**src/hdl/ckgs_consts.vh**
```
// constants for the clock generator status, ident and drive-strength bytes
// assumes: included by the design files by bare name, no other setup needed
`ifndef CKGS_CONSTS_VH
`define CKGS_CONSTS_VH

// byte offsets on the serial management bus
`define CKGS_OFS_REF_MID        5'h03
`define CKGS_OFS_MULTIPLIER     5'h08
`define CKGS_OFS_DIVIDER        5'h09
`define CKGS_OFS_SEL_STATUS     5'h0A
`define CKGS_OFS_MAKER_REV      5'h0B
`define CKGS_OFS_PART_IDENT     5'h0C
`define CKGS_OFS_SPARE_A        5'h0D
`define CKGS_OFS_SPARE_B        5'h0E
`define CKGS_OFS_LENGTH_COUNT   5'h0F
`define CKGS_OFS_DRIVE_STRENGTH 5'h10

// field positions
`define CKGS_BIT_REF_MID        4
`define CKGS_BIT_REF_MSB        7
`define CKGS_BIT_REF_LSB        6
`define CKGS_BIT_FSEL_B         7
`define CKGS_BIT_FSEL_C         6
`define CKGS_BIT_PCIE0_EN       5
`define CKGS_BIT_PCIE2_EN       3
`define CKGS_BIT_CMD_BYTE_MODE  7

// reset values
`define CKGS_RST_LENGTH_COUNT   8'h16
`define CKGS_RST_REF_MSB        1'b0
`define CKGS_RST_REF_MID        1'b1
`define CKGS_RST_REF_LSB        1'b1
`define CKGS_RST_SPARE          8'h00

// bus constants
`define CKGS_SMB_ADDR_DEF       7'h69
`define CKGS_BITS_PER_BYTE      4'h8
`define CKGS_ACK_SLOT           4'h9

`endif

```
**src/hdl/ckgs_sync.v**
```verilog
// two-flop level synchroniser, one stage pair per bit
// assumes: inputs are asynchronous pins, outputs are read in i_mclk domain
`timescale 1ns/1ps
`default_nettype none

module ckgs_sync #(
  parameter WIDTH = 7
) (
  // clock and reset
  input  wire             i_mclk,
  input  wire             i_reset,
  // pins in, synchronised levels out
  input  wire [WIDTH-1:0] i_async,
  output wire [WIDTH-1:0] o_sync
);

  genvar g;
  generate
    for (g = 0; g < WIDTH; g = g + 1) begin : g_bit
      reg meta_q;
      reg sync_q;
      // first stage feeds only the second stage
      always @(posedge i_mclk or posedge i_reset) begin
        if (i_reset) begin
          meta_q <= 1'b1;
          sync_q <= 1'b1;
        end else begin
          meta_q <= i_async[g];
          sync_q <= meta_q;
        end
      end
      assign o_sync[g] = sync_q;
    end
  endgenerate

endmodule // ckgs_sync

`default_nettype wire

```
**src/hdl/ckgs_shreg.v**
```verilog
// msb-first shift register with parallel load, used for serial rx and tx
// assumes: load and shift are single-cycle enables from the same clock
`timescale 1ns/1ps
`default_nettype none

module ckgs_shreg #(
  parameter WIDTH = 8
) (
  // clock and reset
  input  wire             i_mclk,
  input  wire             i_reset,
  // control
  input  wire             i_load,
  input  wire [WIDTH-1:0] i_load_val,
  input  wire             i_shift,
  input  wire             i_shift_in,
  // contents
  output reg  [WIDTH-1:0] o_value
);

  // load wins over shift so a byte boundary never loses its new value
  always @(posedge i_mclk or posedge i_reset) begin
    if (i_reset) begin
      o_value <= {WIDTH{1'b0}};
    end else if (i_load) begin
      o_value <= i_load_val;
    end else if (i_shift) begin
      o_value <= {o_value[WIDTH-2:0], i_shift_in};
    end
  end

endmodule // ckgs_shreg

`default_nettype wire

```
**src/hdl/ckgs_status_regs.v**
```verilog
// status, ident, byte-count and reference drive-strength bytes of the
// clock generator, reached through the serial management slave pins
// assumes: bus pins are asynchronous; loop values come from i_mclk logic
`timescale 1ns/1ps
`default_nettype none
`include "ckgs_consts.vh"

module ckgs_status_regs #(
  parameter [6:0] SMB_ADDR  = `CKGS_SMB_ADDR_DEF,
  parameter [3:0] MAKER_ID  = 4'h5, // arbitrary value
  parameter [3:0] REV_CODE  = 4'h3, // arbitrary value
  parameter [3:0] PART_CODE = 4'h6  // arbitrary value
) (
  // clock and reset
  input  wire       i_mclk,
  input  wire       i_reset,
  // serial management bus pins (open drain)
  input  wire       i_smb_clk,
  input  wire       i_smb_data,
  output reg        o_smb_data,
  output reg        o_smb_data_oe,
  // hardware loop values
  input  wire [7:0] i_third_loop_multiplier,
  input  wire [7:0] i_third_loop_divider,
  // status pins
  input  wire       i_freq_select_b,
  input  wire       i_freq_select_c,
  input  wire [2:0] i_pcie_enable_n,
  // control outputs
  output reg  [2:0] o_ref_drive_code,
  output reg  [7:0] o_transfer_length_count
);

  localparam [2:0] ST_IDLE  = 3'h0;
  localparam [2:0] ST_ADDR  = 3'h1;
  localparam [2:0] ST_CMD   = 3'h2;
  localparam [2:0] ST_WCNT  = 3'h3;
  localparam [2:0] ST_WDATA = 3'h4;
  localparam [2:0] ST_RDATA = 3'h5;
  localparam [2:0] ST_SKIP  = 3'h6;

  // pin synchronisers
  wire [6:0] pin_sync;
  wire       scl_s;
  wire       sda_s;
  wire       fsel_b_s;
  wire       fsel_c_s;
  wire [2:0] pcie_en_n_s;

  ckgs_sync #(
    .WIDTH (7)
  ) u_sync (
    .i_mclk  (i_mclk),
    .i_reset (i_reset),
    .i_async ({i_smb_clk, i_smb_data, i_freq_select_b, i_freq_select_c,
               i_pcie_enable_n}),
    .o_sync  (pin_sync)
  );

  assign scl_s       = pin_sync[6];
  assign sda_s       = pin_sync[5];
  assign fsel_b_s    = pin_sync[4];
  assign fsel_c_s    = pin_sync[3];
  assign pcie_en_n_s = pin_sync[2:0];

  // bus events
  reg        scl_prev_q;
  reg        sda_prev_q;
  wire       scl_rise;
  wire       scl_fall;
  wire       bus_start;
  wire       bus_stop;

  assign scl_rise  = scl_s & ~scl_prev_q;
  assign scl_fall  = ~scl_s & scl_prev_q;
  assign bus_start = scl_s & scl_prev_q & sda_prev_q & ~sda_s;
  assign bus_stop  = scl_s & scl_prev_q & ~sda_prev_q & sda_s;

  // register state
  reg  [7:0] sel_status_q;
  reg        ref_mid_q;
  reg        ref_msb_q;
  reg        ref_lsb_q;
  reg  [7:0] length_count_q;

  // slave state
  reg  [2:0] state_q;
  reg  [2:0] state_d;
  reg  [3:0] bitcnt_q;
  reg  [3:0] bitcnt_d;
  reg  [4:0] ptr_q;
  reg  [4:0] ptr_d;
  reg        rw_q;
  reg        rw_d;
  reg        block_q;
  reg        block_d;
  reg        nack_q;
  reg        nack_d;
  reg        oe_d;
  reg        wr_en;
  reg        tx_load;
  reg        tx_shift;
  reg  [7:0] tx_load_val;
  reg  [7:0] rd_data;
  wire [7:0] rx_byte;
  wire [7:0] tx_byte;
  wire       rx_state;

  assign rx_state = (state_q == ST_ADDR) | (state_q == ST_CMD) |
                    (state_q == ST_WCNT) | (state_q == ST_WDATA);

  ckgs_shreg #(
    .WIDTH (8)
  ) u_rx (
    .i_mclk     (i_mclk),
    .i_reset    (i_reset),
    .i_load     (1'b0),
    .i_load_val (8'h00),
    .i_shift    (scl_rise & rx_state & (bitcnt_q < `CKGS_BITS_PER_BYTE)),
    .i_shift_in (sda_s),
    .o_value    (rx_byte)
  );

  ckgs_shreg #(
    .WIDTH (8)
  ) u_tx (
    .i_mclk     (i_mclk),
    .i_reset    (i_reset),
    .i_load     (tx_load),
    .i_load_val (tx_load_val),
    .i_shift    (tx_shift),
    .i_shift_in (1'b0),
    .o_value    (tx_byte)
  );

  // read data for the current pointer; unmapped bytes read zero
  always @* begin
    rd_data = 8'h00;
    case (ptr_q)
      `CKGS_OFS_REF_MID: begin
        rd_data[`CKGS_BIT_REF_MID] = ref_mid_q;
      end
      `CKGS_OFS_MULTIPLIER: begin
        rd_data = i_third_loop_multiplier;
      end
      `CKGS_OFS_DIVIDER: begin
        rd_data = i_third_loop_divider;
      end
      `CKGS_OFS_SEL_STATUS: begin
        rd_data = sel_status_q;
      end
      `CKGS_OFS_MAKER_REV: begin
        rd_data = {MAKER_ID, REV_CODE};
      end
      `CKGS_OFS_PART_IDENT: begin
        rd_data = {PART_CODE, 4'h0};
      end
      `CKGS_OFS_SPARE_A: begin
        rd_data = `CKGS_RST_SPARE;
      end
      `CKGS_OFS_SPARE_B: begin
        rd_data = `CKGS_RST_SPARE;
      end
      `CKGS_OFS_LENGTH_COUNT: begin
        rd_data = length_count_q;
      end
      `CKGS_OFS_DRIVE_STRENGTH: begin
        rd_data = {ref_msb_q, ref_lsb_q, 6'h00};
      end
      default: begin
        rd_data = 8'h00;
      end
    endcase
  end

  // slave sequencing: sample on scl rise, drive on scl fall
  always @* begin
    state_d     = state_q;
    bitcnt_d    = bitcnt_q;
    ptr_d       = ptr_q;
    rw_d        = rw_q;
    block_d     = block_q;
    nack_d      = nack_q;
    oe_d        = o_smb_data_oe;
    wr_en       = 1'b0;
    tx_load     = 1'b0;
    tx_shift    = 1'b0;
    tx_load_val = rd_data;
    if (bus_start) begin
      state_d  = ST_ADDR;
      bitcnt_d = 4'h0;
      oe_d     = 1'b0;
    end else if (bus_stop) begin
      state_d  = ST_IDLE;
      bitcnt_d = 4'h0;
      oe_d     = 1'b0;
    end else if (state_q != ST_IDLE && state_q != ST_SKIP) begin
      if (scl_rise) begin
        if (bitcnt_q == `CKGS_BITS_PER_BYTE && state_q == ST_RDATA) begin
          nack_d = sda_s;
        end
        bitcnt_d = bitcnt_q + 4'h1;
      end else if (scl_fall) begin
        case (bitcnt_q)
          `CKGS_BITS_PER_BYTE: begin
            case (state_q)
              ST_ADDR: begin
                if (rx_byte[7:1] == SMB_ADDR) begin
                  oe_d = 1'b1;
                  rw_d = rx_byte[0];
                end else begin
                  state_d = ST_SKIP;
                end
              end
              ST_CMD: begin
                oe_d    = 1'b1;
                ptr_d   = rx_byte[4:0];
                block_d = ~rx_byte[`CKGS_BIT_CMD_BYTE_MODE];
              end
              ST_WCNT: begin
                oe_d = 1'b1;
              end
              ST_WDATA: begin
                oe_d  = 1'b1;
                wr_en = 1'b1;
                ptr_d = ptr_q + 5'h01;
              end
              default: begin
                oe_d = 1'b0;
              end
            endcase
          end
          `CKGS_ACK_SLOT: begin
            bitcnt_d = 4'h0;
            oe_d     = 1'b0;
            case (state_q)
              ST_ADDR: begin
                if (rw_q) begin
                  state_d = ST_RDATA;
                  tx_load = 1'b1;
                  if (block_q) begin
                    tx_load_val = length_count_q;
                  end else begin
                    ptr_d = ptr_q + 5'h01;
                  end
                  oe_d = ~tx_load_val[7];
                end else begin
                  state_d = ST_CMD;
                end
              end
              ST_CMD: begin
                state_d = block_q ? ST_WCNT : ST_WDATA;
              end
              ST_WCNT: begin
                state_d = ST_WDATA;
              end
              ST_RDATA: begin
                if (nack_q) begin
                  state_d = ST_SKIP;
                end else begin
                  tx_load = 1'b1;
                  ptr_d   = ptr_q + 5'h01;
                  oe_d    = ~rd_data[7];
                end
              end
              default: begin
                state_d = state_q;
              end
            endcase
          end
          default: begin
            if (state_q == ST_RDATA) begin
              if (bitcnt_q == 4'h0) begin
                oe_d = o_smb_data_oe;
              end else if (bitcnt_q < `CKGS_BITS_PER_BYTE) begin
                tx_shift = 1'b1;
                oe_d     = ~tx_byte[6];
              end
            end
          end
        endcase
        // release the line after the last data bit so the host can answer
        if (state_q == ST_RDATA && bitcnt_q == `CKGS_BITS_PER_BYTE) begin
          oe_d = 1'b0;
        end
      end
    end
  end

  always @(posedge i_mclk or posedge i_reset) begin
    if (i_reset) begin
      scl_prev_q    <= 1'b1;
      sda_prev_q    <= 1'b1;
      state_q       <= ST_IDLE;
      bitcnt_q      <= 4'h0;
      ptr_q         <= 5'h00;
      rw_q          <= 1'b0;
      block_q       <= 1'b0;
      nack_q        <= 1'b0;
      o_smb_data_oe <= 1'b0;
      o_smb_data    <= 1'b0;
    end else begin
      scl_prev_q    <= scl_s;
      sda_prev_q    <= sda_s;
      state_q       <= state_d;
      bitcnt_q      <= bitcnt_d;
      ptr_q         <= ptr_d;
      rw_q          <= rw_d;
      block_q       <= block_d;
      nack_q        <= nack_d;
      o_smb_data_oe <= oe_d;
      o_smb_data    <= 1'b0;
    end
  end

  // status sampled each cycle; pcie enable pins are active low
  always @(posedge i_mclk or posedge i_reset) begin
    if (i_reset) begin
      sel_status_q <= 8'h00;
    end else begin
      sel_status_q <= {fsel_b_s, fsel_c_s, ~pcie_en_n_s, 3'h0};
    end
  end

  // writable bits; every other bit in these bytes drops the write
  always @(posedge i_mclk or posedge i_reset) begin
    if (i_reset) begin
      ref_mid_q      <= `CKGS_RST_REF_MID;
      ref_msb_q      <= `CKGS_RST_REF_MSB;
      ref_lsb_q      <= `CKGS_RST_REF_LSB;
      length_count_q <= `CKGS_RST_LENGTH_COUNT;
    end else if (wr_en) begin
      case (ptr_q)
        `CKGS_OFS_REF_MID: begin
          ref_mid_q <= rx_byte[`CKGS_BIT_REF_MID];
        end
        `CKGS_OFS_LENGTH_COUNT: begin
          length_count_q <= rx_byte;
        end
        `CKGS_OFS_DRIVE_STRENGTH: begin
          ref_msb_q <= rx_byte[`CKGS_BIT_REF_MSB];
          ref_lsb_q <= rx_byte[`CKGS_BIT_REF_LSB];
        end
        default: begin
          ref_mid_q <= ref_mid_q;
        end
      endcase
    end
  end

  // control outputs come straight from flops
  always @(posedge i_mclk or posedge i_reset) begin
    if (i_reset) begin
      o_ref_drive_code        <= {`CKGS_RST_REF_MSB, `CKGS_RST_REF_MID,
                                  `CKGS_RST_REF_LSB};
      o_transfer_length_count <= `CKGS_RST_LENGTH_COUNT;
    end else begin
      o_ref_drive_code        <= {ref_msb_q, ref_mid_q, ref_lsb_q};
      o_transfer_length_count <= length_count_q;
    end
  end

endmodule // ckgs_status_regs

`default_nettype wire

```
**config.mk**
```make
export PLATFORM = sky130hd
export DESIGN_NAME = ckgs_status_regs
export DESIGN_NICKNAME = d
export VERILOG_FILES = /design/src/hdl/ckgs_sync.v /design/src/hdl/ckgs_shreg.v /design/src/hdl/ckgs_status_regs.v
export VERILOG_INCLUDE_DIRS = /design/src /design/src/hdl
export SDC_FILE = /design/constraint.sdc
export NUM_CORES = 1
export LEC_CHECK = 0
export BUFFER_PORTS_ARGS = -buffer_cell sky130_fd_sc_hd__buf_4
export CELL_PAD_IN_SITES_DETAIL_PLACEMENT = 1
export CELL_PAD_IN_SITES_GLOBAL_PLACEMENT = 2
export CORE_MARGIN = 2
export CORE_UTILIZATION = 39
export DETAILED_ROUTE_END_ITERATION = 10
export PLACE_DENSITY = 0.78
export SYNTH_ARGS = -nofsm -noshare
export SYNTH_HDL_FRONTEND = slang
export SYNTH_SLANG_ARGS = --single-unit
```
**constraint.sdc**
```tcl
create_clock -name i_mclk -period 2.9 [get_ports i_mclk]
set_input_delay 0.58 -clock i_mclk [delete_from_list [all_inputs] [get_ports i_mclk]]
set_output_delay 0.58 -clock i_mclk [all_outputs]
set_load 0.03 [all_outputs]
```
==> metrics <==
met3 routed WL=around 250 µm; DRC violations left=0; Logic pwr share=0.059; sequential fraction of the synthesis area=0.519; largest net degree at the start of global routing=35; root buffer cell=clkbuf_8; worst reg2reg endpoint=ptr_q[3]; Synth Cell Area=~0.0036 mm²; CTS buffer count=9; most frequent cells in the layout=48 x dfrtp_1, 39 x buf_4, 26 x dfstp_2; CTS Hold Bufs=0; first-pass GRT wire length=around 14 mm; I/O Pins=38; Worst slew margin=0.514; DIE HEIGHT=between 100 and 150 µm; routed length per instance=about 18 µm; Net Sw Frac=0.252; number of global-route vias before repair=around 2,700; post-route setup TNS=0 ns; H-tree depth=3; Synth Register Bits=74; met2 routed WL=4.11 mm; Slowest-stage cell, CP=dfstp_2; Placed Instances=455; HP Start=i_smb_data; depth of the worst hold-timing path=1; Final #Nets=391; Area growth, synth to finish=15.3%; antenna violations before repair=0; syn_area_per_cell=11.3 µm²; RSZ-0062 raised after global routing=no; via density per instance=5.58; Final min period=about 2.5 ns; overall fraction of global-route tracks in use=0.188; Placer Congestion=about 0.80; Initial Util=0.396; setup bufs post-CTS=0; Final Max Slew Viols=0; final setup fails=0; Worst-Margin Slew=~0.73 ns; pre-CTS setup slack=0.394 ns; Post-synth EDFFs=0; Fillers=1,008; Distinct cells, synth=65; area occupied by multi-input gates=around 0.0016 mm²; CTS tree=yes; CTS sink count=74; Post-Syn Nets=356; highest metal used=met4; Crit. End Element=register; vias=approximately 2,600; Port Buffers=36; Synth Flop Type=dfrtp_1; diode count=0; fmax=between 0.4 and 0.5 GHz; CTS Buffer Depth=2; Hold Crit Class=in2reg; Hold EP=u_sync.g_bit[5].meta_q; final worst setup slack=around 0.41 ns; DRT iter0 DRCs=152; Critical Path Fanout Max=11; Worst Setup Start Kind=register; Setup CP Type=reg2reg; r2r worst-path depth=8; drt first pass iters=4; register share of total power=0.534; Finished Layout Cells=around 470; worst vdd ir=0.000326 V; worst skew pair latency=around 0.35 ns; max-cap violation count=0; grt total ovfl=0; switching power=roughly 530 µW; synthesized instance count=320; critical path data arrival time=between 2 and 3 ns; Pint=roughly 1.6 mW; Post-CTS Resized=0; CP peak stage delay=0.55 ns; DIE WIDTH=~100 µm; Routed Antenna Nets=0; crit path cell chain=inv_1 > ha_1 > nand2b_4 > o21bai_2 > nor2_1 > nand4bb_1 > o21ai_0 > o21ai_1; share of cells above drive strength 1=0.286; Core ar.=between 0.009 and 0.01 mm²; data required time of the critical path=about 3.1 ns; Hold Fails Final Rpt=0; Post-synth ARST share=1.00; Routed Wire Length=~8.7 mm; status=completed; most common cell after layout, fill and taps aside=dfrtp_1; row cnt=35; yosys warns=0; Pwr Total=roughly 2.1 mW; Clock power frac=0.407; die area=approximately 0.010 mm²; Pwr per Cell Area=about 500 mW/mm²; Reg area=roughly 0.0019 mm²; R2R Setup Slk=approximately 0.41 ns; leakage power=between 1.5 and 2 nW; Tcrit/Tclk final=0.857; Post-DP HPWL=around 6.4 mm; M1 wire length=approximately 4.2 mm; Clock Skews=slightly above 0.009 ns; clock-pin slew on the worst setup and hold paths=~0.080 ns; r2r startpoint=scl_prev_q
==> layout make-up <==
| type | count | share of cell area |
|---|---|---|
| clock inverter | 6 | 0.0173 |
| inverter | 12 | 0.0108 |
| timing repair buffer | 40 | 0.0747 |
| clock buffer | 10 | 0.0329 |
| tap | 111 | 0.0332 |
| sequential | 74 | 0.450 |
| multi-input combinational | 218 | 0.381 |
==> state kept, by name, indices dropped and copies added, names as in the netlist <==
name,cells
o_ref_drive_code,3
u_sync.g_bit.sync_q,7
state_q,3
length_count_q,8
o_smb_data_oe,1
u_rx.o_value,8
sel_status_q,5
bitcnt_q,4
block_q,1
rw_q,1
ref_mid_q,1
sda_prev_q,1
u_tx.o_value,7
o_transfer_length_count,8
ref_lsb_q,1
scl_prev_q,1
ptr_q,5
u_sync.g_bit.meta_q,7
nack_q,1
ref_msb_q,1
==> cells by family after synthesis <==
family	after synthesis	synth area share
AO/OA/AOI/OAI	72	0.128
XOR/XNOR	3	0.00724
adder cells (fa/ha/maj)	11	0.0379
buffers and inverters	28	0.0414
flip-flops	74	0.519
multiplexers	31	0.0928
other	1	0.00103
AND/OR/NAND/NOR	100	0.173
==> Yosys cell counts (all sizes together) (6+ instances only) <==
library cell  instances  share of area
nor2                 21          0.022
inv                  12          0.012
nor3                  9          0.016
buf                  15          0.028
nand2b                9          0.018
a21oi                22          0.030
mux2                 21          0.065
o21ai                17          0.023
dfrtp                48           0.33
nand2                17          0.020
mux2i                10          0.028
dfstp                26           0.19
ha                   11          0.038
a211oi                6          0.012
nand3b                7          0.014
==> power groups by stage <==
stage	registers [mW]	logic [mW]	clock network [mW]
2_1_floorplan	1.11	0.0831	0
3_3_place_gp	1.13	0.122	0
3_5_place_dp	1.14	0.126	0
4_1_cts	1.12	0.126	0.867
5_1_grt	1.12	0.139	0.916
6_report	1.12	0.123	0.850
==> how the worst max path moves through the flow <==
stage / start / end
2_1_floorplan: i_reset / bitcnt_q[0]
3_3_place_gp: ptr_q[0] / u_tx.o_value[3]
3_5_place_dp: scl_prev_q / ptr_q[3]
4_1_cts: scl_prev_q / ptr_q[3]
5_1_grt: ptr_q[0] / u_tx.o_value[3]
6_report: scl_prev_q / ptr_q[3]
==> metrics by stage <==
stage / util / hold slack [ns] / area (µm²)
global placement: 0.434 / 0.346 / 3980
global route: 0.457 / 0.311 / 4190
detailed placement: 0.434 / 0.347 / 3980
floorplan: - / 0.345 / 3630
CTS: 0.457 / 0.317 / 4190
finish: 0.457 / 0.329 / 4190
==> routing by layer <==
layer | vias to the layer above | GRT usage
met5 | - | 0
met3 | 12 | 0.0374
li1 | 1223 | -
met4 | 0 | 0.0548
met2 | 36 | 0.288
met1 | 1357 | 0.271
==> worst max-delay path, delay by kind of cell, from the launching register on <==
kind,cells,cell delay [ns]
flip-flops,1,0.55
AND/OR/NAND/NOR,3,0.75
adder cells (fa/ha/maj),1,0.29
AO/OA/AOI/OAI,3,0.72
buffers and inverters,1,0.04
Power figures use the tool's default switching activity.
